[src/verilog/slice_storage_pkg.sv]
// constants and types shared by the slice storage element design
// Summary of operation
// - register loads direct data while clock enable high
// - synchronous reset high clears the register, in shift mode only
// - RAM write enable stores data at address
// - written bit shows on output after edge
// - RAM read is combinational from address
// - support 16x1 and 32x1 RAM depths
// - in 32x1 mode written data also reaches wide mux output
// - shift register holds thirty-two stages chained through both tables, shifts in
// - shift only when clock enable is high
// - shift updates lut, wide mux, cascade outputs
// - lut output shows addressed stage, asynchronously
// - cascade carries stage fifteen, sixteenth edge
package slice_storage_pkg;

    // ***********************************************************
    // register map (byte addresses)
    // ***********************************************************
    localparam logic [7:0] CONFIG_OFFSET = 8'h00;
    localparam logic [7:0] STATUS_OFFSET = 8'h04;
    localparam logic [7:0] EVENT_COUNT_OFFSET = 8'h08;
    localparam logic [7:0] LAST_ADDR_OFFSET = 8'h0c;
    localparam logic [7:0] CONTENTS_OFFSET = 8'h10;

    // ***********************************************************
    // field positions
    // ***********************************************************
    localparam int CFG_SYNC_RESET_BIT = 0;
    localparam int CFG_MODE_LSB = 1;
    localparam int CFG_MODE_MSB = 2;
    localparam int STAT_REG_OUT_BIT = 0;
    localparam int STAT_LUT_OUT_BIT = 1;
    localparam int STAT_WIDE_MUX_BIT = 2;
    localparam int STAT_CASCADE_BIT = 3;

    // ***********************************************************
    // mode field codes and reset values
    // ***********************************************************
    localparam logic [1:0] MODE_CODE_RAM16 = 2'h0;
    localparam logic [1:0] MODE_CODE_RAM32 = 2'h1;
    localparam logic [1:0] MODE_CODE_SHIFT = 2'h2;
    localparam logic RESET_SYNC_RESET_CFG = 1'b1;
    localparam logic [15:0] RESET_EVENT_COUNT = 16'h0000;
    localparam logic [4:0] RESET_LAST_ADDR = 5'h00;
    localparam logic [31:0] RESET_LUT_CONTENTS = 32'h0000_0000;

    // ***********************************************************
    // geometry
    // ***********************************************************
    localparam int LUT_DEPTH = 16;
    localparam int PAIR_DEPTH = 32;
    localparam int LAST_STAGE = 15;

    typedef enum logic [2:0] {
        MODE_RAM16 = 3'b001,
        MODE_RAM32 = 3'b010,
        MODE_SHIFT = 3'b100
    } lut_mode_e;

endpackage : slice_storage_pkg

[src/verilog/lut_bus_if.sv]
// signals between the slice control logic and the look-up table storage
`timescale 1ns/1ns
interface lut_bus_if;
    logic write_en;
    logic shift_en;
    logic [4:0] addr;
    logic data_in;
    logic read_g;
    logic read_f;
    logic last_stage;
    logic [31:0] contents;

    modport ctrl (
        output write_en,
        output shift_en,
        output addr,
        output data_in,
        input read_g,
        input read_f,
        input last_stage,
        input contents
    );

    modport mem (
        input write_en,
        input shift_en,
        input addr,
        input data_in,
        output read_g,
        output read_f,
        output last_stage,
        output contents
    );
endinterface : lut_bus_if

[src/verilog/lut_storage.sv]
// pair of 16-entry look-up tables used as RAM or as a chained shift register
`timescale 1ns/1ns
module lut_storage
    import slice_storage_pkg::*;
(
    input wire logic i_core_clk,
    input wire logic i_rst,
    lut_bus_if.mem bus
);

    typedef struct packed {
        logic [31:0] bits;
    } lut_state_s;

    lut_state_s state;
    lut_state_s next_state;
    logic [31:0] next_bits;

    // ***********************************************************
    // per entry next value: shift wins, else addressed write, else hold
    // ***********************************************************
    genvar g;
    generate
        for (g = 0; g < PAIR_DEPTH; g++) begin : g_entry
            logic shift_src;
            if (g == 0) begin : g_head
                assign shift_src = bus.data_in;
            end else begin : g_body
                assign shift_src = state.bits[g - 1];
            end
            assign next_bits[g] = bus.shift_en ? shift_src :
                (bus.write_en && bus.addr == 5'(g)) ? bus.data_in :
                state.bits[g];
        end
    endgenerate

    always_comb begin
        next_state = state;
        next_state.bits = next_bits;
        if (i_rst) begin
            next_state.bits = RESET_LUT_CONTENTS;
        end
    end

    always_ff @(posedge i_core_clk) begin
        state <= next_state;
    end

    // ***********************************************************
    // asynchronous read ports
    // ***********************************************************
    assign bus.read_g = state.bits[bus.addr[3:0]];
    assign bus.read_f = state.bits[{1'b1, bus.addr[3:0]}];
    assign bus.last_stage = state.bits[LAST_STAGE];
    assign bus.contents = state.bits;

endmodule : lut_storage

[src/verilog/slice_storage_elements.sv]
// slice storage elements: register, distributed RAM and shift register, APB configured
//
// Decided for this implementation: the APB interface to the registers and the register offsets.
`timescale 1ns/1ns
module slice_storage_elements
    import slice_storage_pkg::*;
(
    input wire logic i_core_clk,
    input wire logic i_rst,
    // apb slave
    input wire logic i_psel,
    input wire logic i_penable,
    input wire logic i_pwrite,
    input wire logic [7:0] i_paddr,
    input wire logic [31:0] i_pwdata,
    output logic [31:0] o_prdata,
    output logic o_pready,
    output logic o_pslverr,
    // slice register
    input wire logic i_direct_data_in,
    input wire logic i_clk_enable,
    input wire logic i_set_reset_in,
    output logic o_registered_out,
    // look-up table
    input wire logic [4:0] i_lut_addr,
    input wire logic [1:0] i_bypass_inputs,
    output logic o_lut_out,
    output logic o_wide_mux_out,
    output logic o_cascade_outputs
);

    // ***********************************************************
    // state
    // ***********************************************************
    typedef struct packed {
        logic registered_out;
        lut_mode_e mode;
        logic ff_sync_reset;
        logic [31:0] prdata;
        logic [15:0] event_count;
        logic [4:0] last_addr;
    } slice_state_s;

    slice_state_s state;
    slice_state_s next_state;

    lut_bus_if lut_bus ();

    logic lut_data_in;
    logic ram_mode;
    logic lut_event;
    logic apb_setup;
    logic apb_access;
    logic addr_mapped;
    logic addr_writable;
    logic mode_code_valid;
    logic [1:0] wr_mode_code;
    logic [1:0] rd_mode_code;
    logic [31:0] read_value;
    logic [31:0] status_word;
    logic wide_mux_value;
    logic lut_value;

    // ***********************************************************
    // look-up table control
    // ***********************************************************
    assign lut_data_in = i_bypass_inputs[0];
    assign ram_mode = (state.mode != MODE_SHIFT);

    always_comb begin
        lut_bus.write_en = 1'b0;
        lut_bus.shift_en = 1'b0;
        lut_bus.addr = i_lut_addr;
        lut_bus.data_in = lut_data_in;
        case (state.mode)
            MODE_RAM16: begin
                // single table: upper address bit is ignored
                lut_bus.write_en = i_set_reset_in;
                lut_bus.addr = {1'b0, i_lut_addr[3:0]};
            end
            MODE_RAM32: begin
                lut_bus.write_en = i_set_reset_in;
                lut_bus.addr = i_lut_addr;
            end
            MODE_SHIFT: begin
                lut_bus.shift_en = i_clk_enable;
            end
            default: begin
                lut_bus.write_en = 1'b0;
            end
        endcase
    end

    lut_storage u_lut_storage (
        .i_core_clk(i_core_clk),
        .i_rst(i_rst),
        .bus(lut_bus.mem)
    );

    assign lut_event = lut_bus.write_en | lut_bus.shift_en;

    // ***********************************************************
    // slice outputs
    // ***********************************************************
    // two tables joined by the wide mux, upper address bit selects
    assign wide_mux_value = i_lut_addr[4] ? lut_bus.read_f : lut_bus.read_g;

    always_comb begin
        lut_value = lut_bus.read_g;
        if (state.mode == MODE_RAM32) begin
            lut_value = wide_mux_value;
        end
    end

    // reads follow the stored bits combinationally, so a write at an
    // edge shows here right after it if the address is held
    assign o_lut_out = lut_value;
    assign o_wide_mux_out = wide_mux_value;
    assign o_cascade_outputs = lut_bus.last_stage;
    assign o_registered_out = state.registered_out;

    // ***********************************************************
    // apb decode
    // ***********************************************************
    assign apb_setup = i_psel & ~i_penable;
    assign apb_access = i_psel & i_penable;
    assign wr_mode_code = i_pwdata[CFG_MODE_MSB:CFG_MODE_LSB];

    always_comb begin
        mode_code_valid = 1'b0;
        if (wr_mode_code == MODE_CODE_RAM16) begin
            mode_code_valid = 1'b1;
        end else if (wr_mode_code == MODE_CODE_RAM32) begin
            mode_code_valid = 1'b1;
        end else if (wr_mode_code == MODE_CODE_SHIFT) begin
            mode_code_valid = 1'b1;
        end
    end

    always_comb begin
        addr_mapped = 1'b0;
        addr_writable = 1'b0;
        if (i_paddr == CONFIG_OFFSET) begin
            addr_mapped = 1'b1;
            addr_writable = mode_code_valid;
        end else if (i_paddr == STATUS_OFFSET) begin
            addr_mapped = 1'b1;
        end else if (i_paddr == EVENT_COUNT_OFFSET) begin
            addr_mapped = 1'b1;
            addr_writable = 1'b1;
        end else if (i_paddr == LAST_ADDR_OFFSET) begin
            addr_mapped = 1'b1;
        end else if (i_paddr == CONTENTS_OFFSET) begin
            addr_mapped = 1'b1;
        end
    end

    always_comb begin
        rd_mode_code = MODE_CODE_RAM16;
        case (state.mode)
            MODE_RAM16: rd_mode_code = MODE_CODE_RAM16;
            MODE_RAM32: rd_mode_code = MODE_CODE_RAM32;
            MODE_SHIFT: rd_mode_code = MODE_CODE_SHIFT;
            default: rd_mode_code = MODE_CODE_RAM16;
        endcase
    end

    always_comb begin
        status_word = 32'h0000_0000;
        status_word[STAT_REG_OUT_BIT] = state.registered_out;
        status_word[STAT_LUT_OUT_BIT] = lut_value;
        status_word[STAT_WIDE_MUX_BIT] = wide_mux_value;
        status_word[STAT_CASCADE_BIT] = lut_bus.last_stage;
    end

    always_comb begin
        read_value = 32'h0000_0000;
        if (i_paddr == CONFIG_OFFSET) begin
            read_value[CFG_SYNC_RESET_BIT] = state.ff_sync_reset;
            read_value[CFG_MODE_MSB:CFG_MODE_LSB] = rd_mode_code;
        end else if (i_paddr == STATUS_OFFSET) begin
            read_value = status_word;
        end else if (i_paddr == EVENT_COUNT_OFFSET) begin
            read_value = {16'h0000, state.event_count};
        end else if (i_paddr == LAST_ADDR_OFFSET) begin
            read_value = {27'h0, state.last_addr};
        end else if (i_paddr == CONTENTS_OFFSET) begin
            read_value = lut_bus.contents;
        end
    end

    // every access completes in its first access cycle
    assign o_pready = 1'b1;
    assign o_pslverr = apb_access & (~addr_mapped | (i_pwrite & ~addr_writable));
    assign o_prdata = state.prdata;

    // ***********************************************************
    // next state
    // ***********************************************************
    always_comb begin
        next_state = state;

        // slice register: reset beats clock enable; in RAM modes the
        // set/reset pin is the write enable and leaves the register alone
        if (state.ff_sync_reset && !ram_mode && i_set_reset_in) begin
            next_state.registered_out = 1'b0;
        end else if (i_clk_enable) begin
            next_state.registered_out = i_direct_data_in;
        end

        // activity bookkeeping
        if (lut_event) begin
            next_state.last_addr = lut_bus.addr;
        end

        // read data captured in the setup cycle, stable through access
        if (apb_setup && !i_pwrite) begin
            next_state.prdata = read_value;
        end

        // software write to the counter clears it; a same-cycle event then counts as 1
        if (apb_access && i_pwrite && !o_pslverr) begin
            if (i_paddr == CONFIG_OFFSET) begin
                next_state.ff_sync_reset = i_pwdata[CFG_SYNC_RESET_BIT];
                case (wr_mode_code)
                    MODE_CODE_RAM32: next_state.mode = MODE_RAM32;
                    MODE_CODE_SHIFT: next_state.mode = MODE_SHIFT;
                    default: next_state.mode = MODE_RAM16;
                endcase
            end else if (i_paddr == EVENT_COUNT_OFFSET) begin
                next_state.event_count = RESET_EVENT_COUNT;
            end
        end
        if (lut_event) begin
            if (apb_access && i_pwrite && !o_pslverr && i_paddr == EVENT_COUNT_OFFSET) begin
                next_state.event_count = 16'h0001;
            end else begin
                next_state.event_count = state.event_count + 16'h0001;
            end
        end

        if (i_rst) begin
            next_state.registered_out = 1'b0;
            next_state.mode = MODE_RAM16;
            next_state.ff_sync_reset = RESET_SYNC_RESET_CFG;
            next_state.prdata = 32'h0000_0000;
            next_state.event_count = RESET_EVENT_COUNT;
            next_state.last_addr = RESET_LAST_ADDR;
        end
    end

    always_ff @(posedge i_core_clk) begin
        state <= next_state;
    end

endmodule : slice_storage_elements

[config.mk]
export PLATFORM = sky130hd
export DESIGN_NAME = slice_storage_elements
export DESIGN_NICKNAME = d
export VERILOG_FILES = /design/src/verilog/slice_storage_pkg.sv /design/src/verilog/lut_bus_if.sv /design/src/verilog/lut_storage.sv /design/src/verilog/slice_storage_elements.sv
export SDC_FILE = /design/constraint.sdc
export NUM_CORES = 1
export LEC_CHECK = 0
export ABC_AREA = 0
export BUFFER_PORTS_ARGS = -buffer_cell sky130_fd_sc_hd__buf_2
export CORE_MARGIN = 2
export CORE_UTILIZATION = 50
export CTS_CLUSTER_DIAMETER = 30
export DETAILED_ROUTE_END_ITERATION = 10
export PLACE_DENSITY = 0.73
export SLEW_MARGIN = 20
export SYNTH_ARGS = -nofsm -noshare
export SYNTH_HDL_FRONTEND = slang
export SYNTH_HIERARCHICAL = 1
export SYNTH_SLANG_ARGS = --single-unit
[constraint.sdc]
create_clock -name i_core_clk -period 2.8 [get_ports i_core_clk]
set_input_delay 0.28 -clock i_core_clk [delete_from_list [all_inputs] [get_ports i_core_clk]]
set_output_delay 0.28 -clock i_core_clk [all_outputs]
set_load 0.01 [all_outputs]
* Yosys cells after proc, flatten, opt, wreduce, memory -nomap -nowiden
Index checks and enable logic that the tools add are counted. W data, S select, Z words.
Word-level totals: register bits 90, output and inout port bits 38, logic and storage cells 271
Cells by class: add/subtract/negate cells 1, magnitude comparators 2, equal/unequal tests 42, muxes and demuxes 97, bitwise gates (word level) 9, reductions and logical operators 82
Operator list (count):
- $mux W32 | 4
- $mux W1 | 81
- $eq A5 B5 Y1 const B | 16
- $mux W16 | 5
- $reduce_bool A2 Y1 | 34
- $eq A5 B4 Y1 const B | 8
- $logic_and A1 B1 Y1 | 38
- $mux W29 | 1
- $eq A5 B3 Y1 const B | 4
- $add A16 B1 Y16 const B | 1
- $eq A8 B4 Y1 const B | 2
- $eq A5 B2 Y1 const B | 2
- $bmux W1 S4 | 2
- $eq A8 B3 Y1 const B | 1
- $eq A8 B5 Y1 const B | 1
- $logic_not A8 Y1 | 1
- $lt A4 B6 Y1 const B | 1
- $lt A5 B6 Y1 const B | 1
- $pmux W3 S2 | 1
- $eq A5 B1 Y1 const B | 1
- $logic_not A5 Y1 | 1
- $mux W5 | 1
- $and A1 B1 Y1 | 4
- $pmux W2 S2 | 1
- 15 further kinds | 21

* Longest topological paths before layout
word-level depth 14, mapped depth 10, gate-level depth less buffers 8

* Hierarchy
Netlist, hierarchy kept.
By module, submodules not included:
- slice_storage_elements | instances 1, cells an instance 349, area an instance 2952.8 um^2, sequential area each 1161.1 um^2
- lut_storage | instances 1, cells an instance 233, area an instance 2068.2 um^2, sequential area each 640.6 um^2

* Worst setup path after synthesis
Ideal clock, no wire load.
path kind input-to-reg, from input i_lut_addr[0], to register state (netlist bit o_prdata[2]), library setup time 143 ps, data arrival time 1891 ps, data required time 2657 ps, path slack 766 ps, stages on the path 9, buffers on the path 1, cells stage by stage buf_6 -> mux4_1 -> a22oi_2 -> nand2_1 -> mux2_2 -> a21oi_1 -> nor4_1 -> a31oi_1 -> a211oi_1
On the way: cells in the longest elaborated chain, start to end 6
Ends and longest elaborated chain:
- from (decl) | RTL line slice_storage_elements.sv:25 | input wire logic [4:0] i_lut_addr,
- $mux W5 | RTL line slice_storage_elements.sv:75 | case (state.mode)
- $bmux W1 S4 | RTL line lut_storage.sv:53 | assign bus.read_f = state.bits[{1'b1, bus.addr[3:0]}];
- $mux W1 (not written as such) | RTL line lut_storage.sv:53
- via lut_bus.read_f | RTL line lut_bus_if.sv:9 | logic read_f;
- $mux W1 | RTL line slice_storage_elements.sv:106 | assign wide_mux_value = i_lut_addr[4] ? lut_bus.read_f : lut_bus.read_g;
- via o_wide_mux_out | RTL line slice_storage_elements.sv:28 | output logic o_wide_mux_out,
- $mux W32 | RTL line slice_storage_elements.sv:181 | end else if (i_paddr == STATUS_OFFSET) begin
- $mux W3 | RTL line slice_storage_elements.sv:178 | if (i_paddr == CONFIG_OFFSET) begin
- to (signal assigned) | RTL line slice_storage_elements.sv:253 | state <= next_state;
- to (decl) | RTL line slice_storage_elements.sv:44 | slice_state_s state;
The timed path passes the listed nets, and every way through them passes these cells. The select of a mux whose other input is x is not followed. A chain may end at the register's enable or synchronous reset.

* Worst setup path after layout
from input i_lut_addr[0], to output o_wide_mux_out
On the way: cells in the longest elaborated chain, start to end 4
Ends and longest elaborated chain (RTL line):
- $mux W5 | slice_storage_elements.sv:75
- $bmux W1 S4 | lut_storage.sv:53
- $mux W1 (not written as such) | lut_storage.sv:53
- via lut_bus.read_f | lut_bus_if.sv:9
- $mux W1 | slice_storage_elements.sv:106
- to (decl) | slice_storage_elements.sv:28
The timed path passes the listed nets, and every way through them passes these cells. The select of a mux whose other input is x is not followed.

==> run summary <==
DRT Wirelength -> 12300 um
Final #Nets -> 647
synth-to-layout area growth -> 5.23%
vias -> 4398
Yosys Warn Count -> 6
wire length per cell -> 17.0 um
die footprint -> 10900 um2
Fmax -> 0.422 GHz
main area contributors after synthesis -> dfxtp_1 (36%), nor2_1 (5.8%), buf_4 (5.7%), a22oi_1 (5.1%), nand2_1 (4.1%)
Max stage delay on crit path -> 650 ps
final hold vios -> 0
share of Yosys cell area claimed by the top area cell type -> 35.9%
Max-Cap Viols -> 0
top cell type by total area after synthesis -> dfxtp_1
crit path kind -> in2out
status -> finished, final reports clean
worst rel slew slack -> 47.1%
register area share after synthesis -> 35.9%
Die X -> 104 um
Clock transition at path regs -> 80 ps
All-Layer GR Usage -> 23.0%
Final min period -> 2370 ps
CTS root buf -> clkbuf_8
critical path data arrival time -> 2090 ps
async set-reset flop share out of synthesis -> 0%
floorplan core area -> 9770 um2
starting density of the core -> 51.4%
Post-DRT Antenna Nets -> 0
cells on worst reg2reg path -> 6
IR drop worst, VDD -> 0.244 mV
Sink Count -> 90
post-DP HPWL -> 8600 um
height of the chip -> 104 um
hold_ws -> 120 ps
fin cells -> 726
I/O Buffers -> 61
Critical Path RT -> 2520 ps
Leak Pwr -> 1.99 nW
cts hold-fix bufs -> 0
Inst Count DP -> 710
fraction of layout cells with a size suffix above 1 -> 18.5%
Crit. End Element -> output pin
I/O pin count -> 93
Synth Register Bits -> 90
first-pass GRT wire length -> 20500 um
GRT overflow -> 0
RSZ-0062 raised after global routing -> false
CP Max Fanout -> 18
syn_nets -> 641
largest net degree at the start of global routing -> 55
Mapped Cells -> 582
HP Class -> in2reg
Critical-path top delay cell -> mux4_1
top_reg_cell synth -> dfxtp_1
power per standard cell area -> 467 nW/um2
Synth Area per Inst -> 8.63 um2
Final Skew -> 9.56 ps
antenna cells -> 0
routability cong. -> 0.919
Fin Setup TNS -> 0 ps
Post-synth EDFFs -> 0
Setup crit start kind -> primary input
Setup Fix Bufs, Post-CTS -> 0
DRT Pass-1 Iters -> 5
DRT iter0 DRCs -> 351
total CTS buffers -> 9
routed vias/inst -> 6.06
Tcrit/Tclk final -> 84.6%
Hold Path Depth -> 2
Yosys cell types -> 66
worst-margin pin slew -> 790 ps
post-CTS sizing -> 0
CTS tree -> done
worst-path cell chain -> buf_2 -> mux4_1 -> a22oi_2 -> nand2_1 -> mux2_2 -> buf_2
initial antenna violation count -> 0
DRC -> 0
Netlist Area Pre-Place -> 5020 um2
Final setup viols -> 0
CTS HTree Levels -> 3
Worst path most repeated cell -> buf_2
vias in the first global route -> 4186
clk_lat worst skew -> 360 ps
Row Count -> 36
Final Max Slew Viols -> 0
clock tree buffer depth -> 2
-- report_power, final --
| part | switching (mW) | total, mW | leakage, nW | internal (mW) |
|---|---|---|---|---|
| Clock | 0.449 | 0.974 | 0.109 | 0.525 |
| Sequential | 0.0109 | 1.30 | 0.727 | 1.29 |
| Combinational | 0.130 | 0.192 | 1.15 | 0.0628 |
| Total | 0.590 | 2.47 | 1.99 | 1.88 |
-- cell type report --
type / count / area (um2)
multi-input cells: 405 / 2680
flip-flops and latches: 90 / 1800
clock inverters: 5 / 77.6
fillers: 898 / 4490
well taps: 133 / 166
inverters: 11 / 41.3
clock buffers: 11 / 141
repair buffers: 71 / 380
-- per-layer routing --
layer | share of wire [%] | vias to the layer above | global-route usage (%)
met2 | 47 | 183 | 37.5
met5 | 0 | - | 0
met4 | 2.4 | 0 | 9.27
li1 | - | 2091 | -
met3 | 6.6 | 33 | 4.26
met1 | 43 | 2091 | 29.9
-- cell usage in the layout, fill, tap and decap left out, types with 8 or more instances in the layout --
master / n
mux2i_1: 16
nand2_1: 55
dfxtp_1: 90
clkbuf_8: 10
buf_4: 10
a221oi_1: 9
buf_2: 61
nor2_1: 77
nand4_1: 8
o21ai_1: 18
nand3_1: 25
a22oi_1: 34
inv_1: 10
a311oi_1: 14
a21oi_1: 26
nand2b_1: 12
-- worst paths after layout --
kind | start | end | slack [ps]
worst min-delay path | i_pwdata[0] | state[53]$_SDFFE_PP1P_ | 120
worst min register to register | o_prdata[10]$_SDFFE_PP0P_ | o_prdata[10]$_SDFFE_PP0P_ | 450
worst max-delay path | i_lut_addr[0] | o_wide_mux_out | 430
worst max register to register | state[56]$_SDFFE_PP0P_ | u_lut_storage/bus.contents[31]$_SDFFE_PP0P_ | 440
-- cell families (layout without fill, tap and decap cells) --
logic type,count (synthesis),count (layout),share of synthesized area [%]
flip-flops,90,90,35.9
XOR/XNOR,12,12,2.09
other,1,1,0.0747
multiplexers,26,26,7.53
buffers and inverters,87,98,10.8
AND/OR/NAND/NOR,228,228,23.9
adder cells (fa/ha/maj),4,4,0.997
AO/OA/AOI/OAI,134,134,18.7
-- state kept, by name (all words and copies together) (netlist names) --
register / flops
o_prdata: 32
state: 25
u_lut_storage/bus.contents: 32
o_registered_out: 1
-- synth_stat cells (all sizes together), types with 2 or more instances --
cell type,instances
dfxtp,90
nor2,79
buf,57
nand2,55
a22oi,37
a21oi,26
nand3,25
o21ai,24
clkbuf,19
mux2i,16
a311oi,14
nand2b,12
inv,11
a221oi,9
mux4,8
nand4,8
nor3,7
xnor2,6
xor2,6
nor2b,5
nor3b,5
a211oi,4
a32oi,4
and2,4
and3,4
and4bb,4
ha,4
and4,3
nand4b,3
nand4bb,3
nor4,3
or3,3
a211o,2
a31oi,2
and2b,2
mux2,2
o211ai,2
-- worst max-delay path, delay by kind of cell --
family                 cells  cell delay (ps)
multiplexers               2              950
buffers and inverters      2              500
AO/OA/AOI/OAI              1              230
AND/OR/NAND/NOR            1              130
-- stage by stage --
step / area [um2] / util [%] / total power [mW] / setup WS (ps)
3_3_place_gp: 5060 / 51.8 / 1.52 / 334
2_1_floorplan: 5020 / - / 1.47 / 766
6_report: 5280 / 54.1 / 2.47 / 432
4_1_cts: 5280 / 54.1 / 2.48 / 457
3_5_place_dp: 5060 / 51.8 / 1.52 / 288
5_1_grt: 5280 / 54.1 / 2.56 / 346
Note: power is estimated with default switching activity, not from simulation.
